==> src/iso_input_pkg.sv <==
package iso_input_pkg;

	// host address decode
	localparam int unsigned ADDR_W      = 10;
	localparam int unsigned SEL_W       = 3;
	localparam int unsigned BASE_W      = 7;
	localparam int unsigned SEL_LSB     = 0;
	localparam int unsigned BASE_LSB    = 3;
	localparam int unsigned DATA_W      = 8;
	localparam int unsigned NUM_INPUTS  = 16;

	// register offsets within the eight-byte window
	localparam logic [2:0] OFS_INPUT_LOW_BYTE_AND_IRQ_CLEAR = 3'h1;
	localparam logic [2:0] OFS_IRQ_ENABLE_DISABLE_STROBE    = 3'h2;
	localparam logic [2:0] OFS_INPUT_HIGH_BYTE              = 3'h5;

	// filler data returned at unused offsets
	localparam logic [7:0] READ_FILLER = 8'hff;

	// input response times
	localparam int unsigned CLOCK_HZ       = 100_000_000;
	localparam int unsigned FAST_RESP_NS   = 10_000;
	localparam int unsigned SLOW_RESP_US   = 4_700;
	localparam int unsigned FAST_CYCLES    = FAST_RESP_NS / 10;
	localparam int unsigned SLOW_CYCLES    = SLOW_RESP_US * (CLOCK_HZ / 1_000_000);
	localparam int unsigned FILT_CNT_W     = 20;

	// interrupt line selection, one-hot over the eleven legal lines
	localparam int unsigned IRQ_LINES      = 11;

	// host bus strobes travel together
	typedef struct packed {
		logic [ADDR_W-1:0] addr;
		logic              rd;
		logic              wr;
	} host_req_t;

	// per channel filter state
	typedef struct packed {
		logic [2:0]            sync;
		logic                  state;
		logic [FILT_CNT_W-1:0] cnt;
	} filt_state_t;

endpackage

==> src/iso_input_port.sv <==
// Summary of operation
// - decode eight bytes at aligned base
// - offset 1 reads inputs 0-7; write clears irq
// - offset 5 reads inputs 8-15; writes ignored
// - bit n holds lowest input plus n
// - energized reads zero, de-energized reads one
// - enabled irq fires on any input change
// - read of offset 2 enables irq
// - write to offset 2 disables irq
// - irq drives one selected line only
// - response 10 us, or 4.7 ms filtered
// - per-channel static filter selection
// - A9..A3 match base, A2..A0 select
`timescale 1ns/1ps
`default_nettype none
module iso_input_port (
	input  wire logic                                    I_CLOCK,    // 100 MHz clock
	input  wire logic                                    I_RSTN,     // async reset, low
	input  wire logic [iso_input_pkg::ADDR_W-1:0]        I_ADDR,     // host address A9..A0
	input  wire logic                                    I_RD,       // read strobe, one cycle
	input  wire logic                                    I_WR,       // write strobe, one cycle
	input  wire logic [iso_input_pkg::BASE_W-1:0]        I_BASE,     // base jumpers A9..A3
	input  wire logic [iso_input_pkg::NUM_INPUTS-1:0]    I_INPUTS,   // field levels, high on
	input  wire logic [iso_input_pkg::NUM_INPUTS-1:0]    I_SLOW_SEL, // per channel filter
	input  wire logic [iso_input_pkg::IRQ_LINES-1:0]     I_IRQ_SEL,  // one-hot line jumper
	output logic      [iso_input_pkg::DATA_W-1:0]        O_DATA,     // read data
	output logic                                         O_DATA_OE,  // drive data bus
	output logic      [iso_input_pkg::IRQ_LINES-1:0]     O_IRQ       // interrupt lines
);
	// timing at a glance
	// - strobes are one clock long and come from logic on this clock
	// - a read taken at an edge is answered in the following cycle
	// - data and drive stand for that one cycle only, then go idle
	// - enable and disable already gate a change in the strobe cycle; clear acts from the cycle after
	// - a filtered change reaches the interrupt one edge later
	// - fast channels settle in about one thousand cycles
	// - slow channels take hundreds of thousands of cycles
	// - change detect compares the whole filtered word with last cycle
	// - several channels changing together raise one request
	// - reading the input bytes never clears the request
	// - disable drops a pending request as well
	// limitations
	// - base, filter and line jumpers are treated as static levels
	// - two line jumpers at once: only the lowest line is driven
	// - write data is never looked at, every write is a strobe
	// - read and write strobes are never high together
	// trade-offs
	// - registered outputs cost one cycle of read latency
	// - the first cycle after reset never reports a change,
	//   so the reset level of the filters cannot raise a request

	// two byte lanes of readback
	localparam int unsigned LANES = iso_input_pkg::NUM_INPUTS / iso_input_pkg::DATA_W;

	typedef struct packed {
		logic [iso_input_pkg::NUM_INPUTS-1:0] last;
		logic                                 primed;
		logic                                 irq_en;
		logic                                 irq_pend;
		logic [iso_input_pkg::DATA_W-1:0]     data;
		logic                                 data_oe;
		logic [iso_input_pkg::IRQ_LINES-1:0]  irq;
	} port_state_t;

	port_state_t                          st_reg;
	port_state_t                          st_next;
	iso_input_pkg::host_req_t             req;
	logic [iso_input_pkg::NUM_INPUTS-1:0] field;
	logic                                 hit;
	logic [iso_input_pkg::SEL_W-1:0]      sel;
	logic                                 changed;
	logic [iso_input_pkg::DATA_W-1:0]     lane_byte [LANES];
	logic [iso_input_pkg::IRQ_LINES-1:0]  line_pick;
	logic                                 rd_hit;
	logic                                 wr_hit;

	// true when a strobe hits the given register of the window
	function automatic logic reg_hit(
		input logic                            strobe,
		input logic                            in_window,
		input logic [iso_input_pkg::SEL_W-1:0] offset,
		input logic [iso_input_pkg::SEL_W-1:0] target
	);
		return strobe && in_window && (offset == target);
	endfunction

	// keep only the lowest jumper so at most one line is ever driven
	function automatic logic [iso_input_pkg::IRQ_LINES-1:0] lowest_line(
		input logic [iso_input_pkg::IRQ_LINES-1:0] jumpers
	);
		logic [iso_input_pkg::IRQ_LINES-1:0] pick;
		pick = '0;
		for (int i = iso_input_pkg::IRQ_LINES - 1; i >= 0; i--) begin
			if (jumpers[i]) begin
				pick    = '0;
				pick[i] = 1'b1;
			end
		end
		return pick;
	endfunction

	// readback value for one offset; unused offsets give the filler
	function automatic logic [iso_input_pkg::DATA_W-1:0] read_value(
		input logic [iso_input_pkg::SEL_W-1:0]  offset,
		input logic [iso_input_pkg::DATA_W-1:0] low_byte,
		input logic [iso_input_pkg::DATA_W-1:0] high_byte
	);
		logic [iso_input_pkg::DATA_W-1:0] value;
		value = iso_input_pkg::READ_FILLER;
		if (offset == iso_input_pkg::OFS_INPUT_LOW_BYTE_AND_IRQ_CLEAR) begin
			value = low_byte;
		end else if (offset == iso_input_pkg::OFS_INPUT_HIGH_BYTE) begin
			value = high_byte;
		end
		return value;
	endfunction

	// set beats clear: a counted change in the clearing cycle is never lost
	function automatic logic pend_update(
		input logic pend,
		input logic clear,
		input logic raise
	);
		logic result;
		result = pend;
		if (clear) begin
			result = 1'b0;
		end
		if (raise) begin
			result = 1'b1;
		end
		return result;
	endfunction

	// one filter per channel, each with its own jumper
	genvar g;
	generate
		for (g = 0; g < iso_input_pkg::NUM_INPUTS; g++) begin : g_chan
			iso_input_filter u_filt (
				.i_clock (I_CLOCK),
				.i_rstn  (I_RSTN),
				.i_pin   (I_INPUTS[g]),
				.i_slow  (I_SLOW_SEL[g]),
				.o_state (field[g])
			);
		end
	endgenerate

	// address decode against the jumpered base
	assign req     = '{addr: I_ADDR, rd: I_RD, wr: I_WR};
	assign hit     = req.addr[iso_input_pkg::ADDR_W-1:iso_input_pkg::BASE_LSB] == I_BASE;
	assign sel     = req.addr[iso_input_pkg::BASE_LSB-1:iso_input_pkg::SEL_LSB];
	assign changed = st_reg.primed && (field != st_reg.last);
	// qualified strobes
	assign rd_hit  = hit && req.rd;
	assign wr_hit  = hit && req.wr;
	// no jumper means no line driven
	assign line_pick = lowest_line(I_IRQ_SEL);

	// readback lanes: lane k carries inputs 8k..8k+7, inverted
	generate
		for (g = 0; g < LANES; g++) begin : g_lane
			assign lane_byte[g] =
				~field[g*iso_input_pkg::DATA_W +: iso_input_pkg::DATA_W];
		end
	endgenerate

	// register map, interrupt state and output drive
	always_comb begin
		logic clear_req;
		logic raise_req;
		clear_req       = 1'b0;
		raise_req       = 1'b0;
		st_next         = st_reg;
		st_next.last    = field;
		st_next.primed  = 1'b1; // first compare waits a cycle after reset
		st_next.data_oe = rd_hit;
		st_next.data    = iso_input_pkg::READ_FILLER;

		// input bytes at offsets 1 and 5, filler elsewhere
		if (rd_hit) begin
			st_next.data = read_value(sel, lane_byte[0], lane_byte[LANES-1]);
		end
		// a read at offset 2 turns the interrupt on
		if (reg_hit(req.rd, hit, sel, iso_input_pkg::OFS_IRQ_ENABLE_DISABLE_STROBE)) begin
			st_next.irq_en = 1'b1;
		end

		// a write at offset 2 turns it off
		if (reg_hit(req.wr, hit, sel, iso_input_pkg::OFS_IRQ_ENABLE_DISABLE_STROBE)) begin
			st_next.irq_en = 1'b0;
		end
		// writes at 1 or 2 drop the request; offset 5 and the rest do nothing
		clear_req = reg_hit(req.wr, hit, sel, iso_input_pkg::OFS_INPUT_LOW_BYTE_AND_IRQ_CLEAR)
			|| reg_hit(req.wr, hit, sel, iso_input_pkg::OFS_IRQ_ENABLE_DISABLE_STROBE);

		// a change only counts while enabled after this cycle's strobes
		raise_req = changed && st_next.irq_en;
		// held until cleared or disabled
		st_next.irq_pend = pend_update(st_reg.irq_pend, clear_req, raise_req);

		// drive only the picked line
		st_next.irq = st_next.irq_pend ? line_pick : '0;
	end

	// state register; reset leaves irq off and read data at zero
	always_ff @(posedge I_CLOCK or negedge I_RSTN) begin
		if (!I_RSTN) begin
			st_reg <= '0;
		end else begin
			st_reg <= st_next;
		end
	end

	// every output straight from the state register
	assign O_DATA    = st_reg.data;
	assign O_DATA_OE = st_reg.data_oe;
	assign O_IRQ     = st_reg.irq;
endmodule // iso_input_port
`default_nettype wire

==> src/iso_input_filter.sv <==
`timescale 1ns/1ps
`default_nettype none
module iso_input_filter #(
	parameter int unsigned FAST_LIMIT = iso_input_pkg::FAST_CYCLES,
	parameter int unsigned SLOW_LIMIT = iso_input_pkg::SLOW_CYCLES
) (
	input  wire logic i_clock,  // system clock
	input  wire logic i_rstn,   // async reset, active low
	input  wire logic i_pin,    // raw field level, energized high
	input  wire logic i_slow,   // static slow filter select
	output logic      o_state   // filtered field level
);
	iso_input_pkg::filt_state_t s_reg;
	iso_input_pkg::filt_state_t s_next;
	logic [iso_input_pkg::FILT_CNT_W-1:0] limit;

	// pick the settle time for this channel
	assign limit = i_slow ? iso_input_pkg::FILT_CNT_W'(SLOW_LIMIT)
	                      : iso_input_pkg::FILT_CNT_W'(FAST_LIMIT);

	// three-stage sync, then level must hold steady for the whole settle time
	always_comb begin
		s_next      = s_reg;
		s_next.sync = {s_reg.sync[1:0], i_pin};
		if (s_reg.sync[2] != s_reg.sync[1]) begin
			s_next.cnt = '0; // stages disagree: still moving
		end else if (s_reg.sync[2] == s_reg.state) begin
			s_next.cnt = '0;
		end else if (s_reg.cnt >= limit - 1'b1) begin
			s_next.state = s_reg.sync[2];
			s_next.cnt   = '0;
		end else begin
			s_next.cnt = s_reg.cnt + 1'b1;
		end
	end

	always_ff @(posedge i_clock or negedge i_rstn) begin
		if (!i_rstn) begin
			s_reg <= '0;
		end else begin
			s_reg <= s_next;
		end
	end

	assign o_state = s_reg.state;
endmodule // iso_input_filter
`default_nettype wire

==> config.mk <==
export PLATFORM = sky130hd
export DESIGN_NAME = iso_input_port
export DESIGN_NICKNAME = d
export VERILOG_FILES = /design/src/iso_input_pkg.sv /design/src/iso_input_port.sv /design/src/iso_input_filter.sv
export SDC_FILE = /design/constraint.sdc
export NUM_CORES = 1
export LEC_CHECK = 0
export ABC_AREA = 1
export BUFFER_PORTS_ARGS = -buffer_cell sky130_fd_sc_hd__buf_2
export CORE_MARGIN = 1
export CORE_UTILIZATION = 68
export CTS_CLUSTER_SIZE = 12
export DETAILED_ROUTE_END_ITERATION = 6
export PLACE_DENSITY_LB_ADDON = 0.1
export SLEW_MARGIN = 20
export SYNTH_ARGS = -nofsm -noshare
export SYNTH_HDL_FRONTEND = slang
export SYNTH_HIERARCHICAL = 1
export SYNTH_SLANG_ARGS = --single-unit
==> constraint.sdc <==
create_clock -name I_CLOCK -period 4.75 [get_ports I_CLOCK]
set_clock_uncertainty 0.05 [all_clocks]
set_input_delay 1.1875 -clock I_CLOCK [delete_from_list [all_inputs] [get_ports I_CLOCK]]
set_output_delay 1.1875 -clock I_CLOCK [all_outputs]
set_load 0.05 [all_outputs]
==> flow_results.org, run 1 <==
** Critical path
- For this run, the slowest stage of the critical path takes 0.34 ns.
- For the worst setup path, the data arrival time is about 2.9 ns.
- R2r worst-path depth :: 10
- Setup crit start :: I_SLOW_SEL[12]
- Source of the worst register-to-register timing path :: g_chan[7].u_filt/s_reg[18]
- The worst register-to-register path has a setup slack of between 2 and 3 ns.
- The endpoint identified for the worst register-to-register timing path is g_chan[7].u_filt/s_reg[13].
- For this design, the slowest cell found on the critical path is sky130_fd_sc_hd__ha_1.
- Among the stages of the critical path, the cell type that occurs most often is sky130_fd_sc_hd__nor2_1.
- Nature of the critical path startpoint :: input port
- Critical path peak fanout :: 19
- Crit end category :: flop
- Grouping stages by cell kind, the critical path spends the most delay in simple AND/OR/NAND/NOR gates.
- The critical path contains buffers and inverters numbering 3 combined.
- Traced cell by cell, the critical path runs through buf_2 > inv_1 > ha_1 > inv_1 > nor2_1 > nand2_1 > nor2_1 > nand2_1 > nor2_2 > nor2_2 > nand2_4 > nor2_1.
- Crit path required time :: ~5.1 ns
- Worst Setup Path Type :: in2reg

** Clock tree
- Number of CTS-inserted buffers :: 47
- Counting every sink on the clock net gives 423.
- Worst-path clk slew :: 0.06 ns
- Hold_buf cts :: 0
- Number of instances resized during post-cts repair :: 0
- Bufs on Longest Clock Path :: 3
- CTS H-Tree Depth :: 2
- TritonCTS clock tree :: yes
- Number of buffers added for setup after CTS :: 0
- The later pin in the worst-skew pair is clocked with a latency of 0.57 ns.
- CTS placed an instance of sky130_fd_sc_hd__clkbuf_16 at the clock tree root.

** Min path
- The startpoint identified for the worst hold timing path is g_chan[6].u_filt/s_next[22].
- Class of the worst hold path :: reg2reg
- For hold timing, the worst endpoint is g_chan[6].u_filt/s_next[23].
- Worst hold path depth :: 0

** Layout
- The register with the most flip-flops in the layout has 336 of them.
- From synthesis to final layout, the design area changed by 8.33%.
- After routing the design area is 27900 um^2.
- After the last flow step, the layout net total stands at 3398.
- Fraction of layout instances using a drive strength above 1 :: 15.3%
- Most common cell after layout, fill and taps aside :: sky130_fd_sc_hd__nand2_1
- In the layout the commonest cells are 653 x sky130_fd_sc_hd__nand2_1, 490 x sky130_fd_sc_hd__nor2_1, 423 x sky130_fd_sc_hd__dfrtp_1.

** Timing
- Setup repair after global routing left no endpoint under its margin.
- Final max-slew violation count :: 0
- Worst slew pin tran :: roughly 0.80 ns
- Period utilisation layout :: between 50% and 60%
- Summed over all failing endpoints, the final setup total negative slack is 0 ns.
- Shortest period the worst path allows :: 2.53 ns
- Final Hold Vio Count :: 0
- Max transition margin :: 46.7%
- Based on the critical path, the design can be clocked at up to 0.395 GHz.
- Setup violations remaining at the end of the flow were counted as 0.

** Place
- Summing all placed instances gives a cell area of 26400 um^2.
- The congestion estimate from routability-driven global placement came to approximately 0.91.
- IO buf count :: 83
- HPWL after DPL :: 35800 um

** Synth
- Yosys mapped the design onto 29 distinct sky130hd cell types.
- Synthesis produced a netlist whose cell count is 3122.
- After synthesis, flip-flops and latches occupy 41.1% of the total area.
- For this run, the number of Yosys warnings is 6.
- In this run, synthesis produced a sequential element count of 423.
- The number of nets in the synthesized netlist is 3298.
- A synthesized cell averages 8.25 um^2.
- The mapped netlist covers around 26000 um^2.

** Drt
- Total wire length :: 49900 um
- Once detail routing completed, the nets flagged for antenna violations numbered 0.
- After detailed routing, the number of remaining DRC violations is 0.
- Detailed-route vias per instance :: between 5 and 6
- The detailed router placed 19700 vias in this run.
- For this block, the initial DRC count from the detailed router was 881.
- After detailed routing, the average wire length per cell comes to 13.3 um.
- Drt pass-1 iters :: 7

** Power
- IR analysis of the VDD net gives a maximum drop of 0.251 mV.
- In this run the static leakage power is 12.3 nW.
- In this run the power density over the cells is around 270 nW/um^2.
- Total Power :: approximately 7.6 mW

** Global routing
- In the global route stage, overall resource usage came out at 27.0%.
- Wire length of the first global-routing pass :: 87200 um
- Summed over all layers, the global routing overflow is 0.
- Initial antenna violation count :: 1
- Maximum number of pins on one net before global-route repair :: 98
- Number of global-route vias before repair :: 19600

** Floorplan
- The initial utilization of the core area, before any placement, comes to 69.7%.
- In this run the vertical extent of the chip is 197 um.
- Row generation in the floorplan step produced 70 rows.
- DIE WIDTH :: between 150 and 200 um
- Count of boundary I/O pins :: 84
- Die Footprint :: slightly below 40000 um^2
- Core area :: approximately 37000 um^2

** Status
- The flow ran to the end, and the final reports show no timing, DRC or antenna violations.

** Job
- MaxCap Viol Count :: 0
==> cells in the mapped netlist <==
cell / count / area share [%]
sky130_fd_sc_hd__nand3_2: 3 / 0.12
sky130_fd_sc_hd__nor3_1: 83 / 1.6
sky130_fd_sc_hd__inv_2: 32 / 0.47
sky130_fd_sc_hd__nand2_4: 16 / 0.70
sky130_fd_sc_hd__buf_6: 2 / 0.087
sky130_fd_sc_hd__a21oi_2: 9 / 0.31
sky130_fd_sc_hd__nand3b_1: 4 / 0.12
sky130_fd_sc_hd__xor2_1: 160 / 5.4
sky130_fd_sc_hd__buf_4: 19 / 0.55
sky130_fd_sc_hd__nand4_1: 80 / 1.9
sky130_fd_sc_hd__nor2_2: 66 / 1.6
sky130_fd_sc_hd__dfrtp_1: 423 / 41
sky130_fd_sc_hd__o21bai_1: 16 / 0.47
sky130_fd_sc_hd__ha_1: 112 / 5.4
sky130_fd_sc_hd__buf_12: 16 / 1.2
sky130_fd_sc_hd__a21oi_1: 50 / 0.97
sky130_fd_sc_hd__inv_1: 392 / 5.7
sky130_fd_sc_hd__nand3_1: 166 / 3.2
sky130_fd_sc_hd__and2_1: 1 / 0.024
sky130_fd_sc_hd__nor2_4: 177 / 7.7
sky130_fd_sc_hd__o21ai_0: 16 / 0.31
sky130_fd_sc_hd__xnor2_1: 91 / 3.1
sky130_fd_sc_hd__conb_1: 1 / 0.015
sky130_fd_sc_hd__nand2_1: 653 / 9.5
sky130_fd_sc_hd__nand2_2: 34 / 0.83
sky130_fd_sc_hd__nor2_1: 490 / 7.1
sky130_fd_sc_hd__nor4_1: 1 / 0.024
sky130_fd_sc_hd__o22ai_1: 8 / 0.19
sky130_fd_sc_hd__nor3b_2: 1 / 0.049
==> final cells by class <==
class / instances / area [um^2]
Clock buffer: 69 / 1370
Timing Repair Buffer: 88 / 513
Sequential cell: 423 / 10600
Inverter: 424 / 1590
Tap cell: 504 / 631
Clock inverter: 14 / 115
Antenna cell: 1 / 2.50
Multi-Input combinational cell: 2238 / 13100
Fill cell: 2805 / 9050
==> report_power, final <==
group / leakage (nW) / switching, mW / internal [mW] / total [mW]
clock: 0.731 / 1.44 / 2.05 / 3.48
sequential: 5.72 / 0.0310 / 3.65 / 3.68
combinational: 5.82 / 0.289 / 0.104 / 0.393
==> kinds of logic (layout without fill, tap and decap cells) <==
group	Yosys count	after routing	synth area share [%]
xor gates and xnor gates	251	251	8.53
and+or+nand+nor	1775	1775	34.6
adders and majority gates	112	112	5.44
DFF	423	423	41.1
buffers and inverters	461	595	8.06
other	1	2	0.0146
AOI/OAI and AO/OA	99	99	2.25
==> through the flow <==
stage,util (%),hold slack (ns),worst slack [ns],cells
after global routing,75.5,0.300,2.06,3761
after global placement,71.5,0.282,1.78,3677
after floorplan,-,0.281,2.13,3122
after CTS,75.5,0.287,2.27,3760
final,75.5,0.290,2.22,3761
after detailed placement,71.5,0.286,1.67,3677
==> how the worst max path moves through the flow <==
stage	cells after the start	end	slack, ns
after floorplan	12	g_chan[0].u_filt/s_reg[11]	2.13
after CTS	1	O_DATA[6]	2.27
after global routing	12	g_chan[7].u_filt/s_reg[13]	2.06
after global placement	12	g_chan[15].u_filt/s_reg[15]	1.78
final	12	g_chan[12].u_filt/s_reg[17]	2.22
after detailed placement	12	g_chan[11].u_filt/s_reg[13]	1.67
==> routing by layer <==
layer,vias up,share of wire (%),global-route usage (%)
met5,-,0,0
met1,9299,44,35.1
met3,92,3.9,3.37
met2,387,49,46.6
li1,9880,-,-
met4,0,2.6,9.42
Note: power is estimated with default switching activity, not from simulation.
==> run 2, diff against run 1 <==
Settings changed: ABC_AREA 1 to 0, CORE_UTILIZATION 68 to 62.
Clock period 4.75 ns to 2.4 ns, I/O delays scaled along.
==> flow_results.org, run 2 <==
** Status
- Outcome :: finished, violations left (was finished, final reports clean)
- The checks that failed: setup timing.

** Drt
- The number of iterations in the first detailed-routing pass is 5 (was 7).
- Number of DRC markers after the initial detailed-route iteration :: 998 (was 881)
- The remaining design rule violation count came to 0 (unchanged).
- The antenna violation net count after detailed routing was 0 (unchanged).
- The aggregate routed wire length came to 52600 um (was 49900 um).
- Detailed-route vias per instance :: 5.73 (was 5.23)
- Count of vias placed by the detailed router :: 17500 (was 19700)
- WL/cell :: 17.2 um (was 13.3 um)

** Timing
- Setup repair after global routing missed its margin :: yes (was no)
- Dividing the final minimum period by the clock period gives 105%.
- The number of endpoints failing setup at the final stage was 78 (was 0).
- Counting I/O delays and the setup requirement, the final critical path takes 2.52 ns.
- Setup tns final :: -2.38 ns (was 0 ns)
- Max transition margin :: 40.8% (was 46.7%)
- Worst slack on hold paths :: 0.0855 ns (was 0.290 ns)
- Final max-slew violation count :: 0 (unchanged)
- The final hold violation count is 0 (unchanged).
- Worst-case setup margin in the final layout :: -0.117 ns (was 2.22 ns)
- Worst slew pin tran :: 0.879 ns (was 0.796 ns)
- Derived from the worst setup path, the maximum achievable clock frequency is approximately 0.40 GHz.

** Floorplan
- The I/O pin count was 84 (unchanged).
- The starting utilization of the core area was 62.9% (was 69.7%).
- Die Footprint :: 35700 um^2 (was 38700 um^2)
- The number of cell rows was 68 (was 70).
- Vert. Die Dim :: 189 um (was 197 um)
- DIE WIDTH :: 189 um (was 197 um)
- The area of the core was 34500 um^2 (was 37000 um^2).

** Synth
- Most area-hungry cell type in the Yosys netlist :: sky130_fd_sc_hd__dfrtp_1 (unchanged)
- Async SR Flop Fraction :: 100% (unchanged)
- The share of the synthesized area in the top cell type was 48.8% (was 41.1%).
- Synthesized netlist net count :: 2323 (was 3298)
- The area of the mapped netlist came to 21700 um^2 (was 25800 um^2).
- Sequential fraction of the synthesis area :: 48.8% (was 41.1%)
- The synthesized flop and latch total came to 423 (unchanged).
- Avg Cell Area, Syn :: 10.1 um^2 (was 8.25 um^2)
- Yosys cell types :: 45 (was 29)
- The most instantiated flip-flop cell in the synthesis netlist is sky130_fd_sc_hd__dfrtp_1 (unchanged).
- Top post-synthesis cells by area: sky130_fd_sc_hd__dfrtp_1 49%, sky130_fd_sc_hd__nor2_1 7.0%, sky130_fd_sc_hd__xor2_1 6.5% (was sky130_fd_sc_hd__dfrtp_1 41%, sky130_fd_sc_hd__nand2_1 9.5%, sky130_fd_sc_hd__nor2_4 7.7%).
- The number of instances in the synthesized netlist is 2147 (was 3122).
- Post-synth top cells: 423 x sky130_fd_sc_hd__dfrtp_1, 405 x sky130_fd_sc_hd__nor2_1, 162 x sky130_fd_sc_hd__xor2_1 (was 653 x sky130_fd_sc_hd__nand2_1, 490 x sky130_fd_sc_hd__nor2_1, 423 x sky130_fd_sc_hd__dfrtp_1).
- The library cell with the highest instance count after synthesis is sky130_fd_sc_hd__dfrtp_1 (was sky130_fd_sc_hd__nand2_1).
- The number of synthesis warnings was 6 (unchanged).
- The number of enable flip-flop cells after synthesis was 0 (unchanged).

** Critical path
- Crit path required time :: 2.79 ns (was 5.14 ns)
- Largest incremental delay on the critical path :: 0.54 ns (was 0.34 ns)
- The start point of the critical path was I_SLOW_SEL[14] (was I_SLOW_SEL[12]).
- WP data arrival :: 2.91 ns (was 2.92 ns)
- The type of the setup path with the least slack is in2reg (unchanged).
- Worst-path cell with the longest stage delay :: sky130_fd_sc_hd__or4b_1 (was sky130_fd_sc_hd__ha_1)
- The highest net fanout along the worst path came to 5 (was 19).
- Source of the worst register-to-register timing path :: g_chan[14].u_filt/s_reg[18] (was g_chan[7].u_filt/s_reg[18])
- The capture point of the worst path was g_chan[14].u_filt/o_state (was g_chan[12].u_filt/s_reg[17]).
- The number of cells traversed by the worst register-to-register path is 6 (was 10).
- Crit end category :: flop (unchanged)
- List of cells traversed by the critical path: buf_2 > clkinvlp_4 > buf_4 > ha_1 > a31oi_1 > or4b_1 > or4_4 > and3_4 > or3_1 (was buf_2 > inv_1 > ha_1 > inv_1 > nor2_1 > nand2_1 > nor2_1 > nand2_1 > nor2_2 > nor2_2 > nand2_4 > nor2_1).
- The critical register-to-register path endpoint is g_chan[14].u_filt/o_state (was g_chan[7].u_filt/s_reg[13]).
- The register-to-register path setup slack came to -0.10 ns (was 2.62 ns).
- The launching element type of the critical path was an input port (unchanged).

** Layout
- The number of flip-flops under the largest register name was 336 (unchanged).
- Final core area utilization :: 81.0% (was 75.5%)
- Most common cell after layout, fill and taps aside :: sky130_fd_sc_hd__dfrtp_1 (was sky130_fd_sc_hd__nand2_1)
- Syn-to-layout area delta :: 28.7% (was 8.33%)
- Ant diodes :: 0 (was 1)
- The summed area of non-filler cells in the final layout was 27900 um^2 (about the same).
- Final-stage net count :: 2748 (was 3398)
- Fraction of layout instances using a drive strength above 1 :: 27.5% (was 15.3%)
- Most frequent cells in the layout: 423 x sky130_fd_sc_hd__dfrtp_1, 375 x sky130_fd_sc_hd__nor2_1, 284 x sky130_fd_sc_hd__buf_4 (was 653 x sky130_fd_sc_hd__nand2_1, 490 x sky130_fd_sc_hd__nor2_1, 423 x sky130_fd_sc_hd__dfrtp_1).

** Clock tree
- The CTS buffer count is 46 (was 47).
- The CTS sink count came to 423 (unchanged).
- CTS Root Buffer Type :: sky130_fd_sc_hd__clkbuf_16 (unchanged)
- The maximum root-to-sink buffer count came to 3 (unchanged).
- Worst-path clk slew :: 0.06 ns (about the same)
- The CTS H-tree depth is 2 (unchanged).
- Clock latency at the later pin of the worst-skew pair :: 0.57 ns (about the same)
- The clock tree from TritonCTS is yes (unchanged).

** Power
- Standby leakage power :: 12.1 nW (was 12.3 nW)
- Max IR drop VDD :: 0.585 mV (was 0.251 mV)
- The sum of internal, switching and leakage power is 15.4 mW (was 7.56 mW).
- The power density relative to cell area came to 552 nW/um^2 (was 271 nW/um^2).

** Place
- HPWL after DPL :: 33300 um (was 35800 um)
- Placement Cell Area :: 24400 um^2 (was 26400 um^2)
- The port buffer count is 83 (unchanged).
- Routability congestion estimate :: 0.869 (was 0.914)

** Min path
- The worst min-delay path category was in2reg (was reg2reg).

** Global routing
- Initial antenna violation count :: 0 (was 1)
- The all-layer global routing usage came to 27.7% (was 27.0%).
- The via count of the first global-routing pass was 17300 (was 19600).
- The final global-route overflow total is 0 (unchanged).
- Wire length of the first global-routing pass :: 81600 um (was 87200 um)
- The pin count of the biggest net entering global routing came to 71 (was 98).

** Job
- The number of violations of the max-capacitance limit was 0 (unchanged).
run 2: timing repair:
| action | 4_1_cts | 5_1_grt |
|---|---|---|
| setup buffers | 43 | 37 |
| endpoints found under the setup margin | 69 | 287 |
| hold buffers | 1 | 0 |
| resized for setup | 46 | 142 |
| pin swaps | 94 | 56 |
| gates cloned | 1 | 21 |
| endpoints found under the hold margin | 32 | 0 |
run 2: logic make-up (layout without fill, tap and decap cells):
family	count (synthesis)	after routing	share of synthesized area, %
xor+xnor	295	295	11.9
buf+inv	103	560	2.31
flops	423	423	48.8
other cells	1	1	0.0173
mux	8	8	0.416
fa+ha+maj	112	112	6.47
compound gates	187	187	6.08
simple gates	1018	1018	23.9
run 2: worst max-delay path, delay by kind of cell:
| family | cells | cell delay, ns |
|---|---|---|
| compound gates | 1 | 0.07 |
| fa+ha+maj | 1 | 0.26 |
| buf+inv | 3 | 0.37 |
| simple gates | 4 | 1.60 |
run 2: report_power, final:
part | switching [mW] | leakage (nW) | internal, mW
clock | 2.80 | 0.756 | 4.35
combinational | 0.555 | 5.80 | 0.433
sequential | 0.0512 | 5.56 | 7.21
run 2: metal layers:
metal  track usage [%]  vias to the layer above  wire (um)
li1                  -                     8369          -
met1              35.3                     8683      22500
met2              49.1                      369      26800
met3              3.34                      121       1770
met4              8.90                        0       1510
met5                 0                        -          0
run 2: how the worst min path moves through the flow:
stage | startpoint | endpoint | slack (ns) | depth (start not counted)
6_report | I_INPUTS[3] | g_chan[3].u_filt/s_next[22] | 0.09 | 1
5_1_grt | I_INPUTS[3] | g_chan[3].u_filt/s_next[22] | 0.07 | 1
4_1_cts | I_INPUTS[3] | g_chan[3].u_filt/s_next[22] | 0.06 | 1
3_5_place_dp | g_chan[8].u_filt/s_next[22] | g_chan[8].u_filt/s_next[23] | 0.29 | 0
3_3_place_gp | g_chan[14].u_filt/s_next[22] | g_chan[14].u_filt/s_next[23] | 0.28 | 0
2_1_floorplan | I_RSTN | O_DATA[0] | 0.25 | 0
run 2: metrics by stage:
stage | setup WS [ns] | std cells
after CTS | -0.0824 | 3002
after floorplan | -0.309 | 2147
after global placement | -0.469 | 2877
after detailed placement | -0.541 | 2877
final | -0.117 | 3059
after global routing | -0.158 | 3059
run 2: cell type report:
type | instances | area (um^2)
inverter | 50 | 203
tap | 455 | 569
sequential | 423 | 10600
multi-input combinational | 1621 | 11400
fill | 2046 | 6560
timing repair buffer | 430 | 3560
clock inverter | 12 | 164
clock buffer | 68 | 1370
==> run 3, diff against run 2 <==
Settings changed: MAX_ROUTING_LAYER from default to met4, SYNTH_HIERARCHICAL 1 to default.
==> flow_results.org, run 3 <==
** Layout
- The summed area of non-filler cells in the final layout came to 24400 um^2 (was 27900 um^2).
- The net count reported at finish was 2462 (was 2748).
- The post-route non-filler standard cell count was 2769 (was 3059).
- Most frequent cells in the layout :: 423 x sky130_fd_sc_hd__dfrtp_1, 396 x sky130_fd_sc_hd__nor2_1, 180 x sky130_fd_sc_hd__xnor2_1 (was 423 x sky130_fd_sc_hd__dfrtp_1, 375 x sky130_fd_sc_hd__nor2_1, 284 x sky130_fd_sc_hd__buf_4)
- Final core area utilization :: 72.5% (was 81.0%)
- Syn-to-layout area delta :: 15.0% (was 28.7%)
- The number of flip-flops under the largest register name was 336 (unchanged).
- Fraction of layout instances using a drive strength above 1 :: 13.6% (was 27.5%)
- The most common library cell in the layout ignoring fill and taps is sky130_fd_sc_hd__dfrtp_1 (unchanged).

** Timing
- Top achievable clock speed :: 0.446 GHz (was 0.397 GHz)
- The final hold violation count came to 0 (unchanged).
- Final max-slew violation count :: 0 (unchanged)
- Worst slew pin tran :: 0.581 ns (was 0.879 ns)
- The post-route minimum period is 2.24 ns (was 2.52 ns).
- Setup violators final :: 0 (was 78)
- The post-route clock period utilization was 93.5% (was 105%).
- The worst-case headroom to the max-slew limit came to 61.0% (was 40.8%).
- Setup repair after global routing missed its margin: no (was yes).

** Place
- The port buffer count came to 83 (unchanged).
- The total cell area at the placement stage came to 22900 um^2 (was 24400 um^2).
- HPWL after DPL :: 29200 um (was 33300 um)
- The routability congestion estimate is 0.861 (was 0.869).
- Total placed cells including tap cells :: 2685 (was 2877)

** Synth
- Post-synth top cells: 423 x sky130_fd_sc_hd__dfrtp_1, 396 x sky130_fd_sc_hd__nor2_1, 180 x sky130_fd_sc_hd__xnor2_1 (was 423 x sky130_fd_sc_hd__dfrtp_1, 405 x sky130_fd_sc_hd__nor2_1, 162 x sky130_fd_sc_hd__xor2_1).
- Total standard cell area after synthesis :: 21200 um^2 (was 21700 um^2)
- Top post-synthesis cells by area: sky130_fd_sc_hd__dfrtp_1 50%, sky130_fd_sc_hd__xnor2_1 7.4%, sky130_fd_sc_hd__nor2_1 7.0% (was sky130_fd_sc_hd__dfrtp_1 49%, sky130_fd_sc_hd__nor2_1 7.0%, sky130_fd_sc_hd__xor2_1 6.5%).
- The cell taking the most area after synthesis is sky130_fd_sc_hd__dfrtp_1 (unchanged).
- The average cell area after synthesis was 10.1 um^2 (about the same).
- The post-synthesis async set-or-reset flop share was 100% (unchanged).
- The most instantiated flip-flop cell in the synthesis netlist is sky130_fd_sc_hd__dfrtp_1 (unchanged).
- Sequential fraction of the synthesis area :: 50.0% (was 48.8%)
- The synthesized netlist net count was 2271 (was 2323).
- Yosys synthesis warning count :: 0 (was 6)
- Most frequent cell after synthesis :: sky130_fd_sc_hd__dfrtp_1 (unchanged)
- Number of enable flip-flop cells after synthesis :: 0 (unchanged)
- Count of state elements after synthesis :: 423 (unchanged)
- Yosys cell types :: 63 (was 45)
- Mapped Cells :: 2095 (was 2147)
- Area share of the largest cell type after synthesis :: 50.0% (was 48.8%)

** Drt
- Number of DRC markers after the initial detailed-route iteration :: 636 (was 998)
- The aggregate routed wire length is 40800 um (was 52600 um).
- Detailed-route vias per instance :: 5.56 (was 5.73)
- The top metal layer carrying routed signals is met4 (unchanged).
- Met2 wire len :: 19500 um (was 26800 um)
- The number of iterations in the first detailed-routing pass is 5 (unchanged).
- The final routed wire length divided by cell count was 14.7 um (was 17.2 um).
- Drt drc :: 0 (unchanged)
- The met1 wire length is 19000 um (was 22500 um).
- The total met3 wirelength after detailed routing is 1440 um (was 1770 um).
- The antenna violation net count after detailed routing was 0 (unchanged).
- Count of vias placed by the detailed router :: 15400 (was 17500)

** Floorplan
- Starting density of the core :: 63.0% (was 62.9%)
- Number of cell rows :: 67 (was 68)
- DIE WIDTH :: 187 um (was 189 um)
- Die Footprint :: 34900 um^2 (was 35700 um^2)
- Core area :: 33600 um^2 (was 34500 um^2)
- Count of boundary I/O pins :: 84 (unchanged)
- Vert. Die Dim :: 187 um (was 189 um)

** Clock tree
- CTS Root Buffer Type :: sky130_fd_sc_hd__clkbuf_16 (unchanged)
- Bufs on Longest Clock Path :: 3 (unchanged)
- The latest clock arrival within the worst-skew pair is 0.57 ns (about the same).
- Worst-path clk slew :: 0.06 ns (about the same)
- Number of CTS-inserted buffers :: 46 (unchanged)
- The CTS sink count is 423 (unchanged).
- Number of buffers added for setup after CTS :: 0 (was 43)
- TritonCTS clock tree :: yes (unchanged)
- CTS H-Tree Depth :: 2 (unchanged)

** Power
- The power density relative to cell area came to 609 nW/um^2 (was 552 nW/um^2).
- The reported leakage power came to 10.9 nW (was 12.1 nW).
- The peak supply drop is 0.650 mV (was 0.585 mV).
- The sum of internal, switching and leakage power is 14.8 mW (was 15.4 mW).

** Critical path
- The register-to-register path setup slack was 0.16 ns (was -0.10 ns).
- Reg2Reg Capture Point :: g_chan[9].u_filt.s_reg[6] (was g_chan[14].u_filt/o_state)
- The launch point of the worst reg-to-reg path was g_chan[9].u_filt.s_reg[11] (was g_chan[14].u_filt/s_reg[18]).
- The number of cells traversed by the worst register-to-register path was 7 (was 6).
- WP data arrival :: 2.63 ns (was 2.91 ns)
- The required time at the worst-slack endpoint is 2.79 ns (about the same).
- The highest net fanout along the worst path is 20 (was 5).
- The start point of the critical path is g_chan[9].u_filt.s_reg[11] (was I_SLOW_SEL[14]).
- Setup crit end :: g_chan[9].u_filt.s_reg[6] (was g_chan[14].u_filt/o_state)
- The type of the setup path with the least slack is reg2reg (was in2reg).
- The type of destination of the critical path is a flop (unchanged).
- Nature of the critical path startpoint :: flop (was input port)

** Global routing
- Wire length of the first global-routing pass :: 72600 um (was 81600 um)
- The final global-route overflow total came to 0 (unchanged).
- The all-layer global routing usage came to 25.5% (was 27.7%).
- The via count of the first global-routing pass was 15700 (was 17300).
- The initial antenna violation count is 1 (was 0).
- The pin count of the biggest net entering global routing was 67 (was 71).

** Job
- MaxCap Viol Count :: 0 (unchanged)

** Status
- Outcome :: finished, final reports clean (was finished, violations left)

** Min path
- The worst min-delay path category was in2reg (unchanged).
- Worst hold path depth :: 1 (unchanged)
[run 3: changes by cell type in the layout (fill, tap and decap cells not counted), sizes merged, moves of 17 or more]
cell    delta
xor2      -47
nor3      +63
buf      -236
or4       -29
nor4      -25
xnor2     +47
or4b      -17
and3      +28
o211ai    +17
a21oi     -20
[run 3: how the worst min path moves through the flow]
stage,start,end,slack [ns]
after CTS,I_INPUTS[14],g_chan[14].u_filt.s_next[22],0.06
after floorplan,I_RSTN,O_DATA[0],0.25
final,I_INPUTS[14],g_chan[14].u_filt.s_next[22],0.09
after global placement,g_chan[8].u_filt.s_next[22],g_chan[8].u_filt.s_next[23],0.28
after detailed placement,g_chan[2].u_filt.s_next[22],g_chan[2].u_filt.s_next[23],0.28
after global routing,I_INPUTS[14],g_chan[14].u_filt.s_next[22],0.07
[run 3: layout make-up]
cell class	count	area, um^2
Sequential cell	423	10600
Multi-Input combinational cell	1583	10100
Fill cell	2435	9260
Clock buffer	71	1410
Timing Repair Buffer	185	1410
Tap cell	448	561
Inverter	47	176
Clock inverter	11	83.8
Antenna cell	1	2.50
[run 3: timing repair]
| action | 4_1_cts | 5_1_grt |
|---|---|---|
| gates resized for setup | 0 | 0 |
| hold buffers | 1 | 0 |
| hold endpoints to repair | 41 | 0 |
[run 3: report_power, final]
| part | switching (mW) | internal [mW] | total (mW) |
|---|---|---|---|
| combinational | 0.422 | 0.246 | 0.669 |
| sequential | 0.0571 | 7.21 | 7.26 |
| clock | 2.78 | 4.12 | 6.89 |
[run 3: kinds of logic (layout without fill, tap and decap cells)]
kind of cell / Yosys count / count (layout) / share of synthesized area (%)
muxes: 8 / 8 / 0.425
adders and majority gates: 112 / 112 / 6.61
buffers and inverters: 89 / 314 / 2.20
DFF: 423 / 423 / 50.0
and+or+nand+nor: 1000 / 1000 / 22.4
AOI/OAI and AO/OA: 167 / 167 / 6.17
other: 1 / 2 / 0.0177
xor gates and xnor gates: 295 / 295 / 12.2
[run 3: critical path, stage by stage (launching register included)]
cell	delay (ns)
sky130_fd_sc_hd__dfrtp_1	0.43
sky130_fd_sc_hd__ha_1	0.33
sky130_fd_sc_hd__or4bb_1	0.49
sky130_fd_sc_hd__nor4_1	0.32
sky130_fd_sc_hd__o221ai_2	0.18
sky130_fd_sc_hd__nand3_2	0.11
sky130_fd_sc_hd__buf_12	0.15
sky130_fd_sc_hd__nor2_1	0.06
[run 3: metal layers]
| metal | track usage (%) | up-vias |
|---|---|---|
| li1 | - | 7593 |
| met1 | 33.6 | 7500 |
| met2 | 41.2 | 233 |
| met3 | 3.28 | 69 |
| met4 | 8.20 | 0 |
| met5 | - | - |
[run 3: per-stage QoR]
stage	hold slack, ns	setup slack, ns	setup TNS, ns
6_report	0.0852	0.156	0
4_1_cts	0.0581	0.163	0
3_5_place_dp	0.285	-0.184	-7.62
3_3_place_gp	0.283	-0.0265	-0.414
2_1_floorplan	0.254	0.00465	0
5_1_grt	0.0709	0.0594	0
